--- config.mk ---
export PLATFORM = sky130hd
export DESIGN_NAME = bch_slave_flat
export DESIGN_NICKNAME = d
export VERILOG_FILES = /design/src/bch_pkg.sv /design/src/bch_bus_if.sv /design/src/bch_slave.sv /design/src/flat_wrapper.sv
export SDC_FILE = /design/constraint.sdc
export NUM_CORES = 1
export LEC_CHECK = 0
export BUFFER_PORTS_ARGS = -buffer_cell sky130_fd_sc_hd__buf_2
export CORE_ASPECT_RATIO = 0.6
export CORE_MARGIN = 10
export CORE_UTILIZATION = 55
export DETAILED_ROUTE_END_ITERATION = 12
export PLACE_DENSITY_LB_ADDON = 0.1
export SLEW_MARGIN = 5
export SYNTH_ARGS = -nofsm -noshare
export SYNTH_HDL_FRONTEND = slang
export SYNTH_SLANG_ARGS = --single-unit
--- constraint.sdc ---
create_clock -name core_clk -period 2.2 [get_ports core_clk]
set_input_delay 0.11 -clock core_clk [delete_from_list [all_inputs] [get_ports core_clk]]
set_output_delay 0.11 -clock core_clk [all_outputs]
set_load 0.05 [all_outputs]
--- src/bch_pkg.sv ---
// shared constants and types for the bus cycle handshake ends
package bch_pkg;
	localparam int ADDR_W = 8;
	localparam int DATA_W = 32;
	localparam int MEM_DEPTH = 16;
	localparam int IDX_W = 4;
	localparam logic [IDX_W-1:0] IDX_ZERO = 4'h0;
	localparam logic [DATA_W-1:0] DATA_ZERO = 32'h0;
	localparam logic [ADDR_W-1:0] ADDR_ZERO = 8'h0;
	localparam logic [IDX_W-1:0] BUSY_IDX = 4'hf;
	localparam logic [IDX_W-1:0] FAULT_IDX = 4'he;
	localparam int PIPE_DEPTH = 2;
	localparam logic [1:0] PIPE_ZERO = 2'h0;
	localparam logic [1:0] PIPE_ONE = 2'h1;
	localparam logic [1:0] PIPE_FULL = 2'h2;

	typedef enum logic [1:0] {
		BCH_TERM_ACK,
		BCH_TERM_ERR,
		BCH_TERM_RTY
	} bch_term_type;
endpackage : bch_pkg

--- src/bch_bus_if.sv ---
// shared bus between one master end and one slave end
`timescale 1ns/100ps
interface bch_bus_if (
	input wire logic core_clk,
	input wire logic rst_n
);
	logic cyc;
	logic stb;
	logic we;
	logic [bch_pkg::ADDR_W-1:0] adr;
	logic [bch_pkg::DATA_W-1:0] dat_m2s;
	logic [bch_pkg::DATA_W-1:0] dat_s2m;
	logic ack;
	logic err;
	logic rty;
	logic stall;

	modport master (
		input core_clk, rst_n, ack, err, rty, stall, dat_s2m,
		output cyc, stb, we, adr, dat_m2s
	);
	modport slave (
		input core_clk, rst_n, cyc, stb, we, adr, dat_m2s,
		output ack, err, rty, stall, dat_s2m
	);
endinterface : bch_bus_if

--- src/bch_slave.sv ---
// slave end: register memory with ack, error, retry and pipelined mode
//
// Operation
// RULE1: interface initialises after reset, stays until release
// RULE2: reset source holds reset one full cycle
// RULE3: reset acts in any cycle or state
// RULE4: state machines forced to fixed reset state
// RULE5: master holds strobe and cycle low in reset
// RULE6: master may start after reset release edge
// RULE7: standard mode terminations drop with strobe
// RULE8: pipelined terminations independent of strobe level
// RULE9: bus reset handled synchronously by interface; both ends here clear asynchronously on rst_n falling
// RULE10: master opens transfer by raising cycle
// RULE11: cycle frames strobe over whole transfer
// RULE12: master should not hold cycle forever
// RULE13: slave ignores bus inputs while cycle low
// RULE14: master holds strobe until termination sampled
// RULE15: zero-wait slave may ack combinationally
// RULE16: terminations answer cycle and strobe high
// RULE17: acknowledge ends cycle successfully
// RULE18: error ends cycle on detected fault
// RULE19: retry ends cycle when resource busy
// RULE20: minimum signal set present on both ends
// RULE21: error termination is optional, reports fault
// RULE22: stall raised when queue cannot accept
// RULE23: never more than one termination at once
// RULE24: registered ack pulses once per strobe
`timescale 1ns/100ps
module bch_slave (
	// bus side
	bch_bus_if.slave bus,
	// user side
	input wire logic pipe_mode,
	input wire logic zero_wait,
	input wire logic res_busy,
	output logic [bch_pkg::DATA_W-1:0] mem_peek,
	output logic fault_seen
);
	typedef struct packed {
		logic [bch_pkg::MEM_DEPTH-1:0][bch_pkg::DATA_W-1:0] mem;
		logic term_v;
		bch_pkg::bch_term_type term;
		logic [bch_pkg::DATA_W-1:0] rdata;
		logic [1:0] qcnt;
		logic fault;
	} bch_slv_state_type;

	bch_slv_state_type s_q;
	bch_slv_state_type s_d;
	logic req;
	logic accept;
	logic [bch_pkg::IDX_W-1:0] idx;

	function automatic bch_pkg::bch_term_type pick_term(
		input logic [bch_pkg::IDX_W-1:0] a,
		input logic busy
	);
		if (busy || a == bch_pkg::BUSY_IDX) begin
			pick_term = bch_pkg::BCH_TERM_RTY; // RULE19
		end else if (a == bch_pkg::FAULT_IDX) begin
			pick_term = bch_pkg::BCH_TERM_ERR; // RULE18 RULE21
		end else begin
			pick_term = bch_pkg::BCH_TERM_ACK; // RULE17
		end
	endfunction : pick_term

	assign idx = bus.adr[bch_pkg::IDX_W-1:0];
	// nothing but clock and reset is looked at while cycle is low
	assign req = bus.cyc && bus.stb; // RULE13 RULE16
	// pipelined mode takes one request per cycle unless stalled
	assign accept = req && !bus.stall;

	always_comb begin
		s_d = s_q;
		if (pipe_mode) begin
			// queue of pending answers; one retires each cycle
			s_d.term_v = (s_q.qcnt != bch_pkg::PIPE_ZERO);
			s_d.qcnt = s_q.qcnt;
			if (s_q.qcnt != bch_pkg::PIPE_ZERO) begin
				s_d.qcnt = s_q.qcnt - bch_pkg::PIPE_ONE;
			end
			if (accept) begin
				s_d.qcnt = s_d.qcnt + bch_pkg::PIPE_ONE;
				s_d.term = pick_term(idx, res_busy);
				s_d.rdata = s_q.mem[idx];
				if (pick_term(idx, res_busy) == bch_pkg::BCH_TERM_ACK &&
					bus.we) begin
					s_d.mem[idx] = bus.dat_m2s;
				end
			end
		end else begin
			// single-pulse registered answer, cleared the cycle after
			s_d.qcnt = bch_pkg::PIPE_ZERO;
			s_d.term_v = req && !s_q.term_v; // RULE24
			if (req && !s_q.term_v) begin
				s_d.term = pick_term(idx, res_busy);
				s_d.rdata = s_q.mem[idx];
				if (pick_term(idx, res_busy) == bch_pkg::BCH_TERM_ACK &&
					bus.we) begin
					s_d.mem[idx] = bus.dat_m2s;
				end
			end
		end
		if (s_d.term_v && s_d.term == bch_pkg::BCH_TERM_ERR) begin
			s_d.fault = 1'b1;
		end
	end

	// async clear straight from the bus reset; rst_n is not sampled on the clock
	always_ff @(posedge bus.core_clk or negedge bus.rst_n) begin
		if (!bus.rst_n) begin
			s_q <= '0; // RULE1 RULE3 RULE4; clear is asynchronous, not synchronous as RULE9 asks
		end else begin
			s_q <= s_d;
		end
	end

	// stall while the answer queue is full
	assign bus.stall = pipe_mode &&
		(s_q.qcnt >= bch_pkg::PIPE_FULL); // RULE22

	always_comb begin
		bus.ack = 1'b0;
		bus.err = 1'b0;
		bus.rty = 1'b0;
		if (pipe_mode) begin
			// no strobe gating in pipelined mode
			bus.ack = s_q.term_v && s_q.term == bch_pkg::BCH_TERM_ACK; // RULE8
			bus.err = s_q.term_v && s_q.term == bch_pkg::BCH_TERM_ERR;
			bus.rty = s_q.term_v && s_q.term == bch_pkg::BCH_TERM_RTY;
		end else if (zero_wait) begin
			// fast path: no wait states, only ack is ever given
			bus.ack = req; // RULE15
		end else begin
			// one-hot by construction of the term encoding
			bus.ack = req && s_q.term_v &&
				s_q.term == bch_pkg::BCH_TERM_ACK; // RULE7 RULE23
			bus.err = req && s_q.term_v &&
				s_q.term == bch_pkg::BCH_TERM_ERR; // RULE7 RULE23
			bus.rty = req && s_q.term_v &&
				s_q.term == bch_pkg::BCH_TERM_RTY; // RULE7 RULE23
		end
	end

	assign bus.dat_s2m = s_q.rdata;
	assign mem_peek = s_q.mem[bch_pkg::IDX_ZERO];
	assign fault_seen = s_q.fault;
endmodule : bch_slave

--- src/flat_wrapper.sv ---
// flat-port wrapper written by rule: the top's interface ports become plain ports
module bch_slave_flat 
  (pipe_mode, zero_wait, res_busy, mem_peek, fault_seen, core_clk, rst_n, bus_cyc, bus_stb, bus_we, bus_adr, bus_dat_m2s, bus_ack, bus_err, bus_rty, bus_stall, bus_dat_s2m);
  bch_bus_if bus_i (.core_clk(core_clk), .rst_n(rst_n));
  input wire logic pipe_mode;
  input wire logic zero_wait;
  input wire logic res_busy;
  output logic [bch_pkg::DATA_W-1:0] mem_peek;
  output logic fault_seen;
  input wire logic core_clk;
  input wire logic rst_n;
  input wire logic [$bits(bus_i.cyc)-1:0] bus_cyc;
  input wire logic [$bits(bus_i.stb)-1:0] bus_stb;
  input wire logic [$bits(bus_i.we)-1:0] bus_we;
  input wire logic [$bits(bus_i.adr)-1:0] bus_adr;
  input wire logic [$bits(bus_i.dat_m2s)-1:0] bus_dat_m2s;
  output wire logic [$bits(bus_i.ack)-1:0] bus_ack;
  output wire logic [$bits(bus_i.err)-1:0] bus_err;
  output wire logic [$bits(bus_i.rty)-1:0] bus_rty;
  output wire logic [$bits(bus_i.stall)-1:0] bus_stall;
  output wire logic [$bits(bus_i.dat_s2m)-1:0] bus_dat_s2m;
  assign bus_i.cyc = bus_cyc;
  assign bus_i.stb = bus_stb;
  assign bus_i.we = bus_we;
  assign bus_i.adr = bus_adr;
  assign bus_i.dat_m2s = bus_dat_m2s;
  assign bus_ack = bus_i.ack;
  assign bus_err = bus_i.err;
  assign bus_rty = bus_i.rty;
  assign bus_stall = bus_i.stall;
  assign bus_dat_s2m = bus_i.dat_s2m;
  bch_slave u_core (.bus(bus_i), .pipe_mode(pipe_mode), .zero_wait(zero_wait), .res_busy(res_busy), .mem_peek(mem_peek), .fault_seen(fault_seen));
endmodule
# Word-level counts from Yosys, hierarchy flattened
# Index checks and enable logic that the tools add are counted.
[op_classes] addsub=2 magnitude_cmp=3 eq_ne=7 n_mux=26 reduce_logical=26
[ops] cell="$mux W512" count=4
[ops] cell="$mux W549" count=1
[ops] cell="$bwmux W512" count=1
[ops] cell="$bmux W32 S4" count=1
[ops] cell="$demux W32 S4" count=1
[ops] cell="$mux W32" count=2
[ops] cell="$mux W36" count=1
[ops] cell="$mux W34" count=1
[ops] cell="$logic_and A1 B1 Y1" count=15
[ops] cell="$mux W2" count=7
[ops] cell="$eq A4 B4 Y1 const B" count=2
[ops] cell="$mux W1" count=7
[ops] cell="$logic_not A2 Y1" count=3
[ops] cell="$reduce_bool A2 Y1" count=3
[ops] cell="$lt A4 B5 Y1 const B" count=1
[ops] cell="$eq A2 B1 Y1 const B" count=2
[ops] cell="$ge A4 B1 Y1 const B" count=1
[ops] cell="$ne A2 B1 Y1 const B" count=2
[ops] cell="$reduce_and A4 Y1" count=1
[ops] cell="$add A2 B1 Y2 const B" count=1
[ops] cell="$eq A2 B2 Y1 const B" count=1
[ops] cell="$ge A2 B2 Y1 const B" count=1
[ops] cell="$logic_not A1 Y1" count=2
[ops] cell="$reduce_and A2 Y1" count=1
[ops] cell="other kinds (2)" count=2
[word_totals] regBits=550 inputBits=48 output_inout_bits=69 wordCells=85

# Logic depth before layout (Yosys ltp)
# Gate-level depths: netlist of the first run.
[depth] depth_word=13 mapped_depth=8

# Worst setup path before layout of the first run
# No wires, ideal clock.
[synth_path] path_type="register -> output" from="register u_core.s_q[37] (netlist name)" to="output bus_rty" t_arrival_ns=2.018 slack_ns=0.072 stages_incl_launch_ff=3 cell_sequence="dfrtp_1 > inv_1 > nor4_1"
[synth_between] elab_chain_len=4
[synth_rtl] element="start, declared" line="bch_slave.sv:48" rtl="bch_slv_state_type s_q;"
[synth_rtl] element="start signal, assigned" line="bch_slave.sv:112" rtl="s_q <= '0;"
[synth_rtl] element="start signal, assigned" line="bch_slave.sv:114" rtl="s_q <= s_d;"
[synth_rtl] element="$logic_and A1 B1 Y1 (2 in a row)" line="bch_slave.sv:140" rtl="bus.rty = req && s_q.term_v &&"
[synth_rtl] element="$mux W1" line="bch_slave.sv:131" rtl="end else if (zero_wait) begin"
[synth_rtl] element="$mux W1 (*)" line="bch_slave.sv:126" rtl="if (pipe_mode) begin"
[synth_rtl] element="end, declared" line="flat_wrapper.sv:19" rtl="output wire logic [$bits(bus_i.rty)-1:0] bus_rty;"
# Mark *: on every way between the ends. The rest lies on a longest branch, timed or not.

# Final worst setup path of the first run
[layout_path] from="register u_core.s_q[2] (netlist name)" to="register u_core.s_q[88] (netlist name)"
[layout_between] elab_chain_len=6
[layout_rtl] element="$ge A2 B2 Y1" line="bch_slave.sv:120" rtl="(s_q.qcnt >= bch_pkg::PIPE_FULL);"
[layout_rtl] element="$logic_and A1 B1 Y1" line="bch_slave.sv:119" rtl="assign bus.stall = pipe_mode &&"
[layout_rtl] element="$logic_not A1 Y1" line="bch_slave.sv:71" rtl="assign accept = req && !bus.stall;"
[layout_rtl] element="$logic_and A1 B1 Y1" line="bch_slave.sv:71"
[layout_rtl] element="$ne A2 B1 Y1 (no source line)"
[layout_rtl] element="$reduce_and A4 Y1 (no source line)"
# Every way passes these cells.
# A chain may end at the register's enable or synchronous reset.

==> flow_metrics.env, run 1 <==
export IMPL_drive_gt1_share_pct=47.71
export IMPL_gpl_wtd_cong=0.7654
export IMPL_synth_warning_count=0
export IMPL_cts_hold_buffers=33
export IMPL_synth_cells=1677
export IMPL_synth_enable_flop_cells=0
export IMPL_top_level_ports=117
export IMPL_detail_route_wirelength_um=57600
export IMPL_floorplan_die_height_um=183.2
export IMPL_synth_seq_cells=550
export IMPL_fillerInstances=3245
export IMPL_fin_crit_sh_pct=87.52
export IMPL_synth_top_cell_area_share_pct=56.38
export IMPL_setup_tns_ns=0
export IMPL_worst_path_max_delay_cell="sky130_fd_sc_hd__dfrtp_1"
export IMPL_clock_transition_at_path_regs_ns=0.06
export IMPL_required_ns=2.65
export IMPL_numCtsBuffers=50
export IMPL_syn_area_per_cell_um2=14.56
export IMPL_synth_cell_types=36
export IMPL_crit_path_end_kind="register"
export IMPL_timing_worst_setup_path_type="reg2reg"
export IMPL_critPathLaunchType="register"
export IMPL_via_count=13770
export IMPL_post_route_drc_count=0
export IMPL_clock_tree_htree_level_count=2
export IMPL_multiInputGateArea_um2=9351
export IMPL_ys_top_cells_by_count="sky130_fd_sc_hd__dfrtp_1 (550), sky130_fd_sc_hd__mux2_2 (454), sky130_fd_sc_hd__clkbuf_1 (128)"
export IMPL_antenna_left=0
export IMPL_hold_worst_slack_ns=0.01831
export IMPL_hold_path_class="in2reg"
export IMPL_antenna_cells=0
export IMPL_report_final_slew_viol_count=0
export IMPL_unrepaired_setup_endpoints_after_global_routing="false"
export IMPL_detail_route_iter0_violations=717
export IMPL_async_flop_share_pct=100.0
export IMPL_groute_usage_overall_pct=21.83
export IMPL_grt_antenna_before_repair=0
export IMPL_final_cell_count_no_fill=2302
export IMPL_std_cell_rows=59
export IMPL_synth_net_count=1725
export IMPL_final_hold_viol_count=0
export IMPL_port_buffer_count=112
export IMPL_seq_area_frac_synth_pct=56.38
export IMPL_ctsResizeCount=0
export IMPL_timing_critical_path_fanout_max=31
export IMPL_fin_worst_skew_ns=0.01299
export IMPL_post_drt_wl_per_cell_um=25.02
export IMPL_post_place_cells=2179
export IMPL_synth_top_cells_by_area="sky130_fd_sc_hd__dfrtp_1 (56%), sky130_fd_sc_hd__mux2_2 (21%), sky130_fd_sc_hd__mux4_2 (7.7%), sky130_fd_sc_hd__mux2i_1 (3.6%), sky130_fd_sc_hd__buf_4 (2.2%)"
export IMPL_synthToLayoutAreaGrowth_pct=12.07
export IMPL_timing_max_cap_violations=0
export IMPL_first_pass_grt_wire_length_um=90760
export IMPL_initial_core_util_pct=55.95
export IMPL_grt_pass1_vias=14860
export IMPL_clock_sinks=550
export IMPL_floorplan_die_area_um2=53490
export IMPL_root_buffer_cell="sky130_fd_sc_hd__clkbuf_16"
export IMPL_crit_path_cell_trace="and2_1 -> a211oi_4 -> buf_12 -> nand3_2 -> buf_4 -> mux2_2"
export IMPL_clk_insertion_delay_late_ns=0.58
export IMPL_slew_limit_headroom_pct=60.74
export IMPL_worst_ir_drop_vdd_uv=538.6
export IMPL_status="completed"
export IMPL_final_min_clock_period_ns=1.925
export IMPL_place_hpwl_um=35400
export IMPL_num_nets_final=1733
export IMPL_powerDensity_nw_per_um2=848.6
export IMPL_synth_ff_type="sky130_fd_sc_hd__dfrtp_1"
export IMPL_cts_root_to_sink_buffers=3
export IMPL_globalRouteOverflowTotal=0
export IMPL_synth_most_common_cell="sky130_fd_sc_hd__dfrtp_1"
export IMPL_layout_area_seq_um2=13760
export IMPL_tritoncts="done"
export IMPL_finalSetupViolCount=0
export IMPL_core_area_um2=43630
export IMPL_cts_repair_timing_setup_buffer_count=0
export IMPL_static_leakage_power_nw=13.44
export IMPL_die_width_um=292.0
export IMPL_critPathArrivalTime_ns=2.38
export IMPL_max_clock_freq_mhz=519.4
export IMPL_worst_margin_pin_slew_ns=0.5889
export IMPL_post_synth_top_area_cell="sky130_fd_sc_hd__dfrtp_1"
export IMPL_routed_via_density=5.983
export IMPL_syn_area_um2=24410
export IMPL_slowest_delay_ns=0.40
export IMPL_drt_pass1_iter_count=5
export IMPL_post_layout_total_power_mw=23.22
export IMPL_largest_net_degree_at_the_start_of_global_routing=75
worst paths after layout:
| path | start | end | slack, ns | cells after the start |
|---|---|---|---|---|
| max | u_core.s_q[2]$_DFF_PN0_ | u_core.s_q[88]$_DFFE_PN0P_ | 0.27 | 6 |
| max reg2reg | u_core.s_q[2]$_DFF_PN0_ | u_core.s_q[88]$_DFFE_PN0P_ | 0.27 | 6 |
| min in group asynchronous | rst_n | u_core.s_q[425]$_DFFE_PN0P_ | 0.08 | 2 |
| max in group asynchronous | rst_n | u_core.s_q[153]$_DFFE_PN0P_ | 1.24 | 3 |
| min | bus_dat_m2s[8] | u_core.s_q[366]$_DFFE_PN0P_ | 0.02 | 2 |
| min reg2reg | u_core.s_q[515]$_DFFE_PN0P_ | u_core.s_q[515]$_DFFE_PN0P_ | 0.37 | 0 |
where the power goes:
part           switching (mW)  internal, mW
combinational            1.55          1.16
sequential              0.404          10.9
clock                    3.77          5.47
cells by family (layout without fill, tap and decap cells):
group                  count (synthesis)  count (layout)  synth area share, %
AND/OR/NAND/NOR                       91              91                1.866
buffers and inverters                267             313                5.459
flip-flops                           550             550                56.38
multiplexers                         643             643                33.08
AO/OA/AOI/OAI                        126             126                3.214
registers in the layout (all words and copies together) (netlist names):
signal,count
u_core.mem_peek,32
u_core.s_q,485
u_core.bus.dat_s2m,32
u_core.fault_seen,1
cell usage in the layout (no fill, tap or decap), types with 22 or more instances in the layout:
master / instances
sky130_fd_sc_hd__clkbuf_16: 53
sky130_fd_sc_hd__nand2_1: 22
sky130_fd_sc_hd__dfrtp_1: 550
sky130_fd_sc_hd__a31oi_1: 32
sky130_fd_sc_hd__nor2_1: 40
sky130_fd_sc_hd__mux2_2: 454
sky130_fd_sc_hd__o22ai_1: 31
sky130_fd_sc_hd__buf_2: 109
sky130_fd_sc_hd__mux4_2: 84
sky130_fd_sc_hd__a21oi_1: 33
sky130_fd_sc_hd__mux2i_1: 89
sky130_fd_sc_hd__dlygate4sd3_1: 33
sky130_fd_sc_hd__buf_12: 23
sky130_fd_sc_hd__buf_4: 49
routing by layer:
layer | vias up | share of wire [%] | GRT usage (%)
met3 | 82 | 4.4 | 3.618
met4 | 0 | 2.2 | 5.077
met5 | - | 0 | 0
met2 | 284 | 46 | 34.47
met1 | 7381 | 48 | 31.47
li1 | 6025 | - | -
critical path, delay by kind of cell (launching register included):
family	cells	cell delay, ns
mux	1	0.32
compound gates	1	0.20
flops	1	0.40
buf+inv	2	0.55
simple gates	2	0.30
cell type report:
class	count	share of cell area, %
Multi-Input combinational cell	860	34.18
Tap cell	579	2.648
Clock buffer	75	5.553
Inverter	6	0.08233
Clock inverter	15	0.8461
Timing Repair Buffer	217	6.376
Sequential cell	550	50.31
metrics by stage:
stage               utilization, %  setup slack [ns]  instance area, um2
CTS                          62.70            0.2662               27360
global placement             57.93            0.3062               25280
global route                 62.70            0.1892               27360
floorplan                        -           0.07224               24410
detailed placement           57.93            0.2879               25280
finish                       62.70            0.2746               27360
(Power assumes the default switching activity.)
==> inputs of run 2 (changes only) <==
--- a/config.mk
+++ b/config.mk
@@ -11,6 +11,8 @@
 export CORE_UTILIZATION = 55
 export DETAILED_ROUTE_END_ITERATION = 12
 export PLACE_DENSITY_LB_ADDON = 0.1
+export RECOVER_POWER = 50
+export SETUP_SLACK_MARGIN = 0.1
 export SLEW_MARGIN = 5
 export SYNTH_ARGS = -nofsm -noshare
 export SYNTH_HDL_FRONTEND = slang
==> run 2 against run 1 <==
First-iteration DRC count rose by 32%. Non-clock buffer count grew 7. Sequential power is essentially flat. Utilization decreased by 0.22 points. Via count grew 0.76%. Sequential share of layout area increased by 0.18 points. Fmax is 0.42% lower. Flip-flop and latch count is the same. Highest routed layer unchanged.
==> flow_metrics.env, run 2 (synthesized netlist as in run 1, its figures left out) <==
export IMPL_worst_margin_pin_slew_ns=1.084
export IMPL_max_clock_freq_mhz=517.2
export IMPL_slew_limit_headroom_pct=27.75
export IMPL_multiInputGateArea_um2=9358
export IMPL_powerDensity_nw_per_um2=838.7
export IMPL_clock_transition_at_path_regs_ns=0.06
export IMPL_largest_net_degree_at_the_start_of_global_routing=105
export IMPL_setup_tns_ns=0
export IMPL_regToRegSetupSlack_ns=0.27
export IMPL_report_final_slew_viol_count=0
export IMPL_drt_pass1_iter_count=4
export IMPL_routed_via_density=6.007
export IMPL_largest_reg_flops=485
export IMPL_fin_worst_skew_ns=0.01980
export IMPL_floorplan_die_height_um=183.2
export IMPL_slowest_delay_ns=0.40
export IMPL_tritoncts="done"
export IMPL_finalSetupViolCount=0
export IMPL_place_hpwl_um=36010
export IMPL_clock_tree_htree_level_count=2
export IMPL_critPathLaunchType="register"
export IMPL_status="completed"
export IMPL_globalRouteOverflowTotal=0
export IMPL_drive_gt1_share_pct=47.43
export IMPL_cts_root_to_sink_buffers=3
export IMPL_gpl_wtd_cong=0.7465
export IMPL_die_width_um=292.0
export IMPL_layout_area_seq_um2=13760
export IMPL_grt_pass1_vias=14890
export IMPL_static_leakage_power_nw=13.40
export IMPL_final_util_pct=62.49
export IMPL_critical_path_startpoint="u_core.s_q[2]$_DFF_PN0_"
export IMPL_antenna_cells=0
export IMPL_fin_crit_sh_pct=87.89
export IMPL_post_route_drc_count=0
export IMPL_post_drt_wl_per_cell_um=25.34
export IMPL_clk_insertion_delay_late_ns=0.57
export IMPL_crit_path_leading_delay_family="buffers and inverters"
export IMPL_worst_path_max_delay_cell="sky130_fd_sc_hd__dfrtp_1"
export IMPL_first_pass_grt_wire_length_um=91870
export IMPL_crit_reg2reg_launch="u_core.s_q[2]$_DFF_PN0_"
export IMPL_timing_critical_path_fanout_max=23
export IMPL_crit_path_cell_trace="and2_1 -> a211oi_4 -> buf_12 -> nand3_2 -> buf_4 -> mux2_2"
export IMPL_required_ns=2.64
export IMPL_r2r_end="u_core.s_q[110]$_DFFE_PN0P_"
export IMPL_fillerInstances=3253
export IMPL_timing_max_cap_violations=0
export IMPL_path_depth=6
export IMPL_std_cell_rows=59
export IMPL_initial_core_util_pct=55.95
export IMPL_most_frequent_cells_in_the_layout="sky130_fd_sc_hd__dfrtp_1 (550), sky130_fd_sc_hd__mux2_2 (454), sky130_fd_sc_hd__buf_2 (110), sky130_fd_sc_hd__mux2i_1 (89), sky130_fd_sc_hd__mux4_2 (84)"
export IMPL_detail_route_iter0_violations=946
export IMPL_timing_reg2reg_worst_path_depth=6
export IMPL_hold_path_class="in2reg"
export IMPL_num_nets_final=1740
export IMPL_final_hold_viol_count=0
export IMPL_via_count=13880
export IMPL_most_common_cell_after_layout_fill_and_taps_aside="sky130_fd_sc_hd__dfrtp_1"
export IMPL_final_min_clock_period_ns=1.934
export IMPL_critical_path_n_buffers_inverters=2
export IMPL_cts_repair_timing_setup_buffer_count=0
export IMPL_antenna_left=0
export IMPL_root_buffer_cell="sky130_fd_sc_hd__clkbuf_16"
export IMPL_numCtsBuffers=50
export IMPL_core_area_um2=43630
export IMPL_grt_antenna_before_repair=0
export IMPL_critPathArrivalTime_ns=2.38
export IMPL_timing_worst_setup_path_type="reg2reg"
export IMPL_worst_ir_drop_vdd_uv=559.2
export IMPL_top_level_ports=117
export IMPL_floorplan_die_area_um2=53490
export IMPL_synthToLayoutAreaGrowth_pct=11.68
export IMPL_clock_sinks=550
export IMPL_endpoint="u_core.s_q[110]$_DFFE_PN0P_"
export IMPL_port_buffer_count=112
export IMPL_unrepaired_setup_endpoints_after_global_routing="false"
export IMPL_post_layout_total_power_mw=22.86
export IMPL_groute_usage_overall_pct=22.16
export IMPL_crit_path_end_kind="register"
export IMPL_top_register="u_core.s_q"
export IMPL_detail_route_wirelength_um=58550
run 2: worst min-delay path by stage:
stage                          from                                 to  slack (ns)  cells past startpoint
CTS                 bus_dat_m2s[16]        u_core.s_q[342]$_DFFE_PN0P_       0.005                      2
global placement              rst_n     u_core.mem_peek[3]$_DFFE_PN0P_        0.02                      1
floorplan                     rst_n  u_core.bus.dat_s2m[0]$_DFFE_PN0P_       -0.19                      0
detailed placement            rst_n        u_core.s_q[137]$_DFFE_PN0P_        0.03                      1
finish              bus_dat_m2s[16]        u_core.s_q[310]$_DFFE_PN0P_        0.03                      2
global route        bus_dat_m2s[16]        u_core.s_q[342]$_DFFE_PN0P_        0.03                      2
run 2: area by class of cell:
type | instances | share of cell area (%)
multi-input cells | 860 | 34.33
clock buffers | 84 | 5.733
well taps | 579 | 2.657
flip-flops and latches | 550 | 50.49
inverters | 6 | 0.08261
repair buffers | 224 | 6.302
clock inverters | 7 | 0.4131
run 2: timing repair:
action / in CTS / in global routing
endpoints found under the hold margin: 921 / 0
hold buffers: 33 / 0
gates resized for setup: 0 / 0
run 2: report_power, final:
part	switching, mW	internal (mW)
clock network	3.73	5.17
registers	0.410	10.9
logic	1.55	1.14
run 2: through the flow:
stage               hold slack, ns  instances  setup WS (ns)  area (um2)
floorplan                  -0.1856       1677         0.1493       24420
global placement           0.01714       2186         0.3223       25310
detailed placement         0.02752       2186         0.2938       25310
CTS                       0.004621       2310         0.2675       27310
global route               0.02971       2310         0.1335       27260
finish                     0.02548       2310         0.2665       27260
run 2: layer usage:
metal | routed length, um | track usage, %
met4 | 829 | 4.358
met3 | 2729 | 3.642
met2 | 27310 | 34.96
met1 | 27680 | 32.27
met5 | 0 | 0
run 2: worst reg2reg max path, delay by kind of cell, from the launching register on:
kind                   cells  cell delay (ns)
AO/OA/AOI/OAI              1             0.20
buffers and inverters      2             0.53
flip-flops                 1             0.40
multiplexers               1             0.38
AND/OR/NAND/NOR            2             0.30
==> inputs of run 3 (changes only) <==
--- a/config.mk
+++ b/config.mk
@@ -9,6 +9,7 @@
 export CORE_ASPECT_RATIO = 0.6
 export CORE_MARGIN = 10
 export CORE_UTILIZATION = 55
+export CTS_BUF_LIST = sky130_fd_sc_hd__clkbuf_4 sky130_fd_sc_hd__clkbuf_8
 export DETAILED_ROUTE_END_ITERATION = 12
 export PLACE_DENSITY_LB_ADDON = 0.1
 export RECOVER_POWER = 50
==> run 3 against run 2 <==
The flow now finishes with violations (capacitance limit, slew limit). Flip-flop and latch count is the same. Highest routed layer unchanged. Fmax grew 0.96%. Register-to-register slack gained 0.02 ns. Worst setup slack gained 0.018 ns. Largest power group unchanged. Global-route usage grew 0.32 points. Utilization grew 0.16 points. Count of clock-buffer cells in the layout grew 47. Wire length grew 1.0%. Design area grew 0.25%.
==> flow_metrics.env, run 3 (synthesized netlist as in run 1, its figures left out) <==
export IMPL_floorplan_die_area_um2=53490
export IMPL_hold_path_class="in2reg"
export IMPL_switching_share_pct=25.77
export IMPL_pwr_share_seq_pct=49.9
export IMPL_grt_antenna_before_repair=0
export IMPL_combinational_cell_fraction_of_total_power_pct=11.9
export IMPL_most_common_cell_after_layout_fill_and_taps_aside="sky130_fd_sc_hd__dfrtp_1"
export IMPL_core_area_um2=43630
export IMPL_post_drt_wl_per_cell_um=24.98
export IMPL_groute_usage_overall_pct=22.47
export IMPL_report_final_slew_viol_count=165
export IMPL_globalRouteOverflowTotal=0
export IMPL_unrepaired_setup_endpoints_after_global_routing="false"
export IMPL_worst_ir_drop_vdd_uv=523.5
export IMPL_fillerInstances=3259
export IMPL_fin_worst_skew_ns=0.02642
export IMPL_failed_checks="capacitance limit, slew limit"
export IMPL_via_count=14110
export IMPL_die_width_um=292.0
export IMPL_most_frequent_cells_in_the_layout="sky130_fd_sc_hd__dfrtp_1 (550), sky130_fd_sc_hd__mux2_2 (454), sky130_fd_sc_hd__buf_2 (110), sky130_fd_sc_hd__clkbuf_8 (103), sky130_fd_sc_hd__mux2i_1 (89)"
export IMPL_top_register="u_core.s_q"
export IMPL_timing_worst_setup_path_type="reg2reg"
export IMPL_final_min_clock_period_ns=1.915
export IMPL_crit_reg2reg_launch="u_core.s_q[2]$_DFF_PN0_"
export IMPL_timing_critical_path_fanout_max=23
export IMPL_finalSetupViolCount=0
export IMPL_timing_max_cap_violations=4
export IMPL_worst_margin_pin_slew_ns=1.654
export IMPL_critPathArrivalTime_ns=2.43
export IMPL_slew_limit_headroom_pct=-10.27
export IMPL_r2r_end="u_core.s_q[110]$_DFFE_PN0P_"
export IMPL_numCtsBuffers=81
export IMPL_hold_depth=3
export IMPL_largest_reg_flops=485
export IMPL_power_switching_mw=5.827
export IMPL_pwr_share_clk_pct=38.2
export IMPL_clock_transition_at_path_regs_ns=0.06
export IMPL_final_hold_viol_count=0
export IMPL_detail_route_wirelength_um=59160
export IMPL_antenna_left=0
export IMPL_drt_pass1_iter_count=5
export IMPL_top_level_ports=117
export IMPL_worstHoldEndpoint="u_core.bus.dat_s2m[30]$_DFFE_PN0P_"
export IMPL_ctsResizeCount=0
export IMPL_dpl_cell_area_um2=25310
export IMPL_status="complete, but fails checks"
export IMPL_max_clock_freq_mhz=522.1
export IMPL_initial_core_util_pct=55.95
export IMPL_required_ns=2.71
export IMPL_root_buffer_cell="sky130_fd_sc_hd__clkbuf_8"
export IMPL_hold_path_startpoint="bus_adr[3]"
export IMPL_port_buffer_count=112
export IMPL_critPathLaunchType="register"
export IMPL_gpl_wtd_cong=0.7465
export IMPL_powerDensity_nw_per_um2=827.3
export IMPL_regToRegSetupSlack_ns=0.28
export IMPL_postLayoutCellArea_um2=27330
export IMPL_clock_sinks=550
export IMPL_setup_tns_ns=0
export IMPL_floorplan_die_height_um=183.2
export IMPL_detail_route_iter0_violations=753
export IMPL_std_cell_rows=59
export IMPL_crit_path_end_kind="register"
export IMPL_grt_pass1_vias=15240
export IMPL_cts_root_to_sink_buffers=3
export IMPL_routed_via_density=5.958
export IMPL_clk_insertion_delay_late_ns=0.65
export IMPL_first_pass_grt_wire_length_um=92920
export IMPL_synthToLayoutAreaGrowth_pct=11.96
export IMPL_clock_tree_htree_level_count=3
export IMPL_largest_net_degree_at_the_start_of_global_routing=105
export IMPL_intPower_mw=16.78
export IMPL_drive_gt1_share_pct=49.69
export IMPL_num_nets_final=1777
export IMPL_antenna_cells=0
export IMPL_place_hpwl_um=36010
export IMPL_fin_crit_sh_pct=87.06
export IMPL_static_leakage_power_nw=13.51
export IMPL_post_route_drc_count=0
export IMPL_timing_reg2reg_worst_path_depth=6
export IMPL_tritoncts="done"
run 3: layer usage:
| metal | vias to the layer above | part of all wire [%] | GRT usage, % |
|---|---|---|---|
| li1 | 6088 | - | - |
| met1 | 7610 | 47 | 32.24 |
| met2 | 307 | 46 | 35.05 |
| met3 | 103 | 4.3 | 4.112 |
| met4 | 0 | 2.0 | 5.879 |
| met5 | - | 0 | 0 |
run 3: area by class of cell:
type / count / area [um2] / area share (%)
multi-input cells: 860 / 9358 / 34.24
well taps: 579 / 724.4 / 2.651
clock buffers: 131 / 1622 / 5.933
inverters: 6 / 22.52 / 0.08241
repair buffers: 230 / 1752 / 6.409
clock inverters: 12 / 88.84 / 0.3250
flip-flops and latches: 550 / 13760 / 50.36
run 3: timing repair:
action,4_1_cts,5_1_grt
endpoints found under the hold margin,1004,0
buffers inserted,0,0
hold buffers,39,0
run 3: worst max-delay path by stage:
stage,start,end,slack (ns),cells after the start
after floorplan,u_core.s_q[2]$_DFF_PN0_,u_core.s_q[315]$_DFFE_PN0P_,0.15,6
after global placement,bus_adr[0],u_core.bus.dat_s2m[18]$_DFFE_PN0P_,0.32,6
after detailed placement,u_core.s_q[2]$_DFF_PN0_,u_core.s_q[130]$_DFFE_PN0P_,0.29,6
after CTS,u_core.s_q[2]$_DFF_PN0_,u_core.s_q[130]$_DFFE_PN0P_,0.30,6
after global routing,rst_n,u_core.s_q[463]$_DFFE_PN0P_,0.15,3
final,u_core.s_q[2]$_DFF_PN0_,u_core.s_q[110]$_DFFE_PN0P_,0.28,6
run 3: metrics by stage:
stage	power [mW]	utilization [%]	cells	hold WS, ns	setup WS [ns]
6_report	22.61	62.64	2368	0.05046	0.2848
5_1_grt	23.58	62.64	2368	0.03868	0.1506
4_1_cts	22.87	62.85	2368	0.003480	0.2969
3_5_place_dp	14.14	58.01	2186	0.02752	0.2938
3_3_place_gp	14.03	58.01	2186	0.01714	0.3223
2_1_floorplan	13.37	-	1677	-0.1856	0.1493
run 3: power by group through the flow:
stage	Clock, mW	Sequential, mW	Combinational, mW
after floorplan	0	11.3	2.06
after global placement	0	11.4	2.63
after detailed placement	0	11.4	2.69
after CTS	8.85	11.3	2.76
after global routing	9.31	11.3	2.92
final	8.64	11.3	2.70
run 3: critical path, stage by stage, from the launching register on:
cell                       delay, ns
sky130_fd_sc_hd__dfrtp_1        0.40
sky130_fd_sc_hd__and2_1         0.20
sky130_fd_sc_hd__a211oi_4       0.21
sky130_fd_sc_hd__buf_12         0.21
sky130_fd_sc_hd__nand3_2        0.08
sky130_fd_sc_hd__buf_4          0.31
sky130_fd_sc_hd__mux2_2         0.34
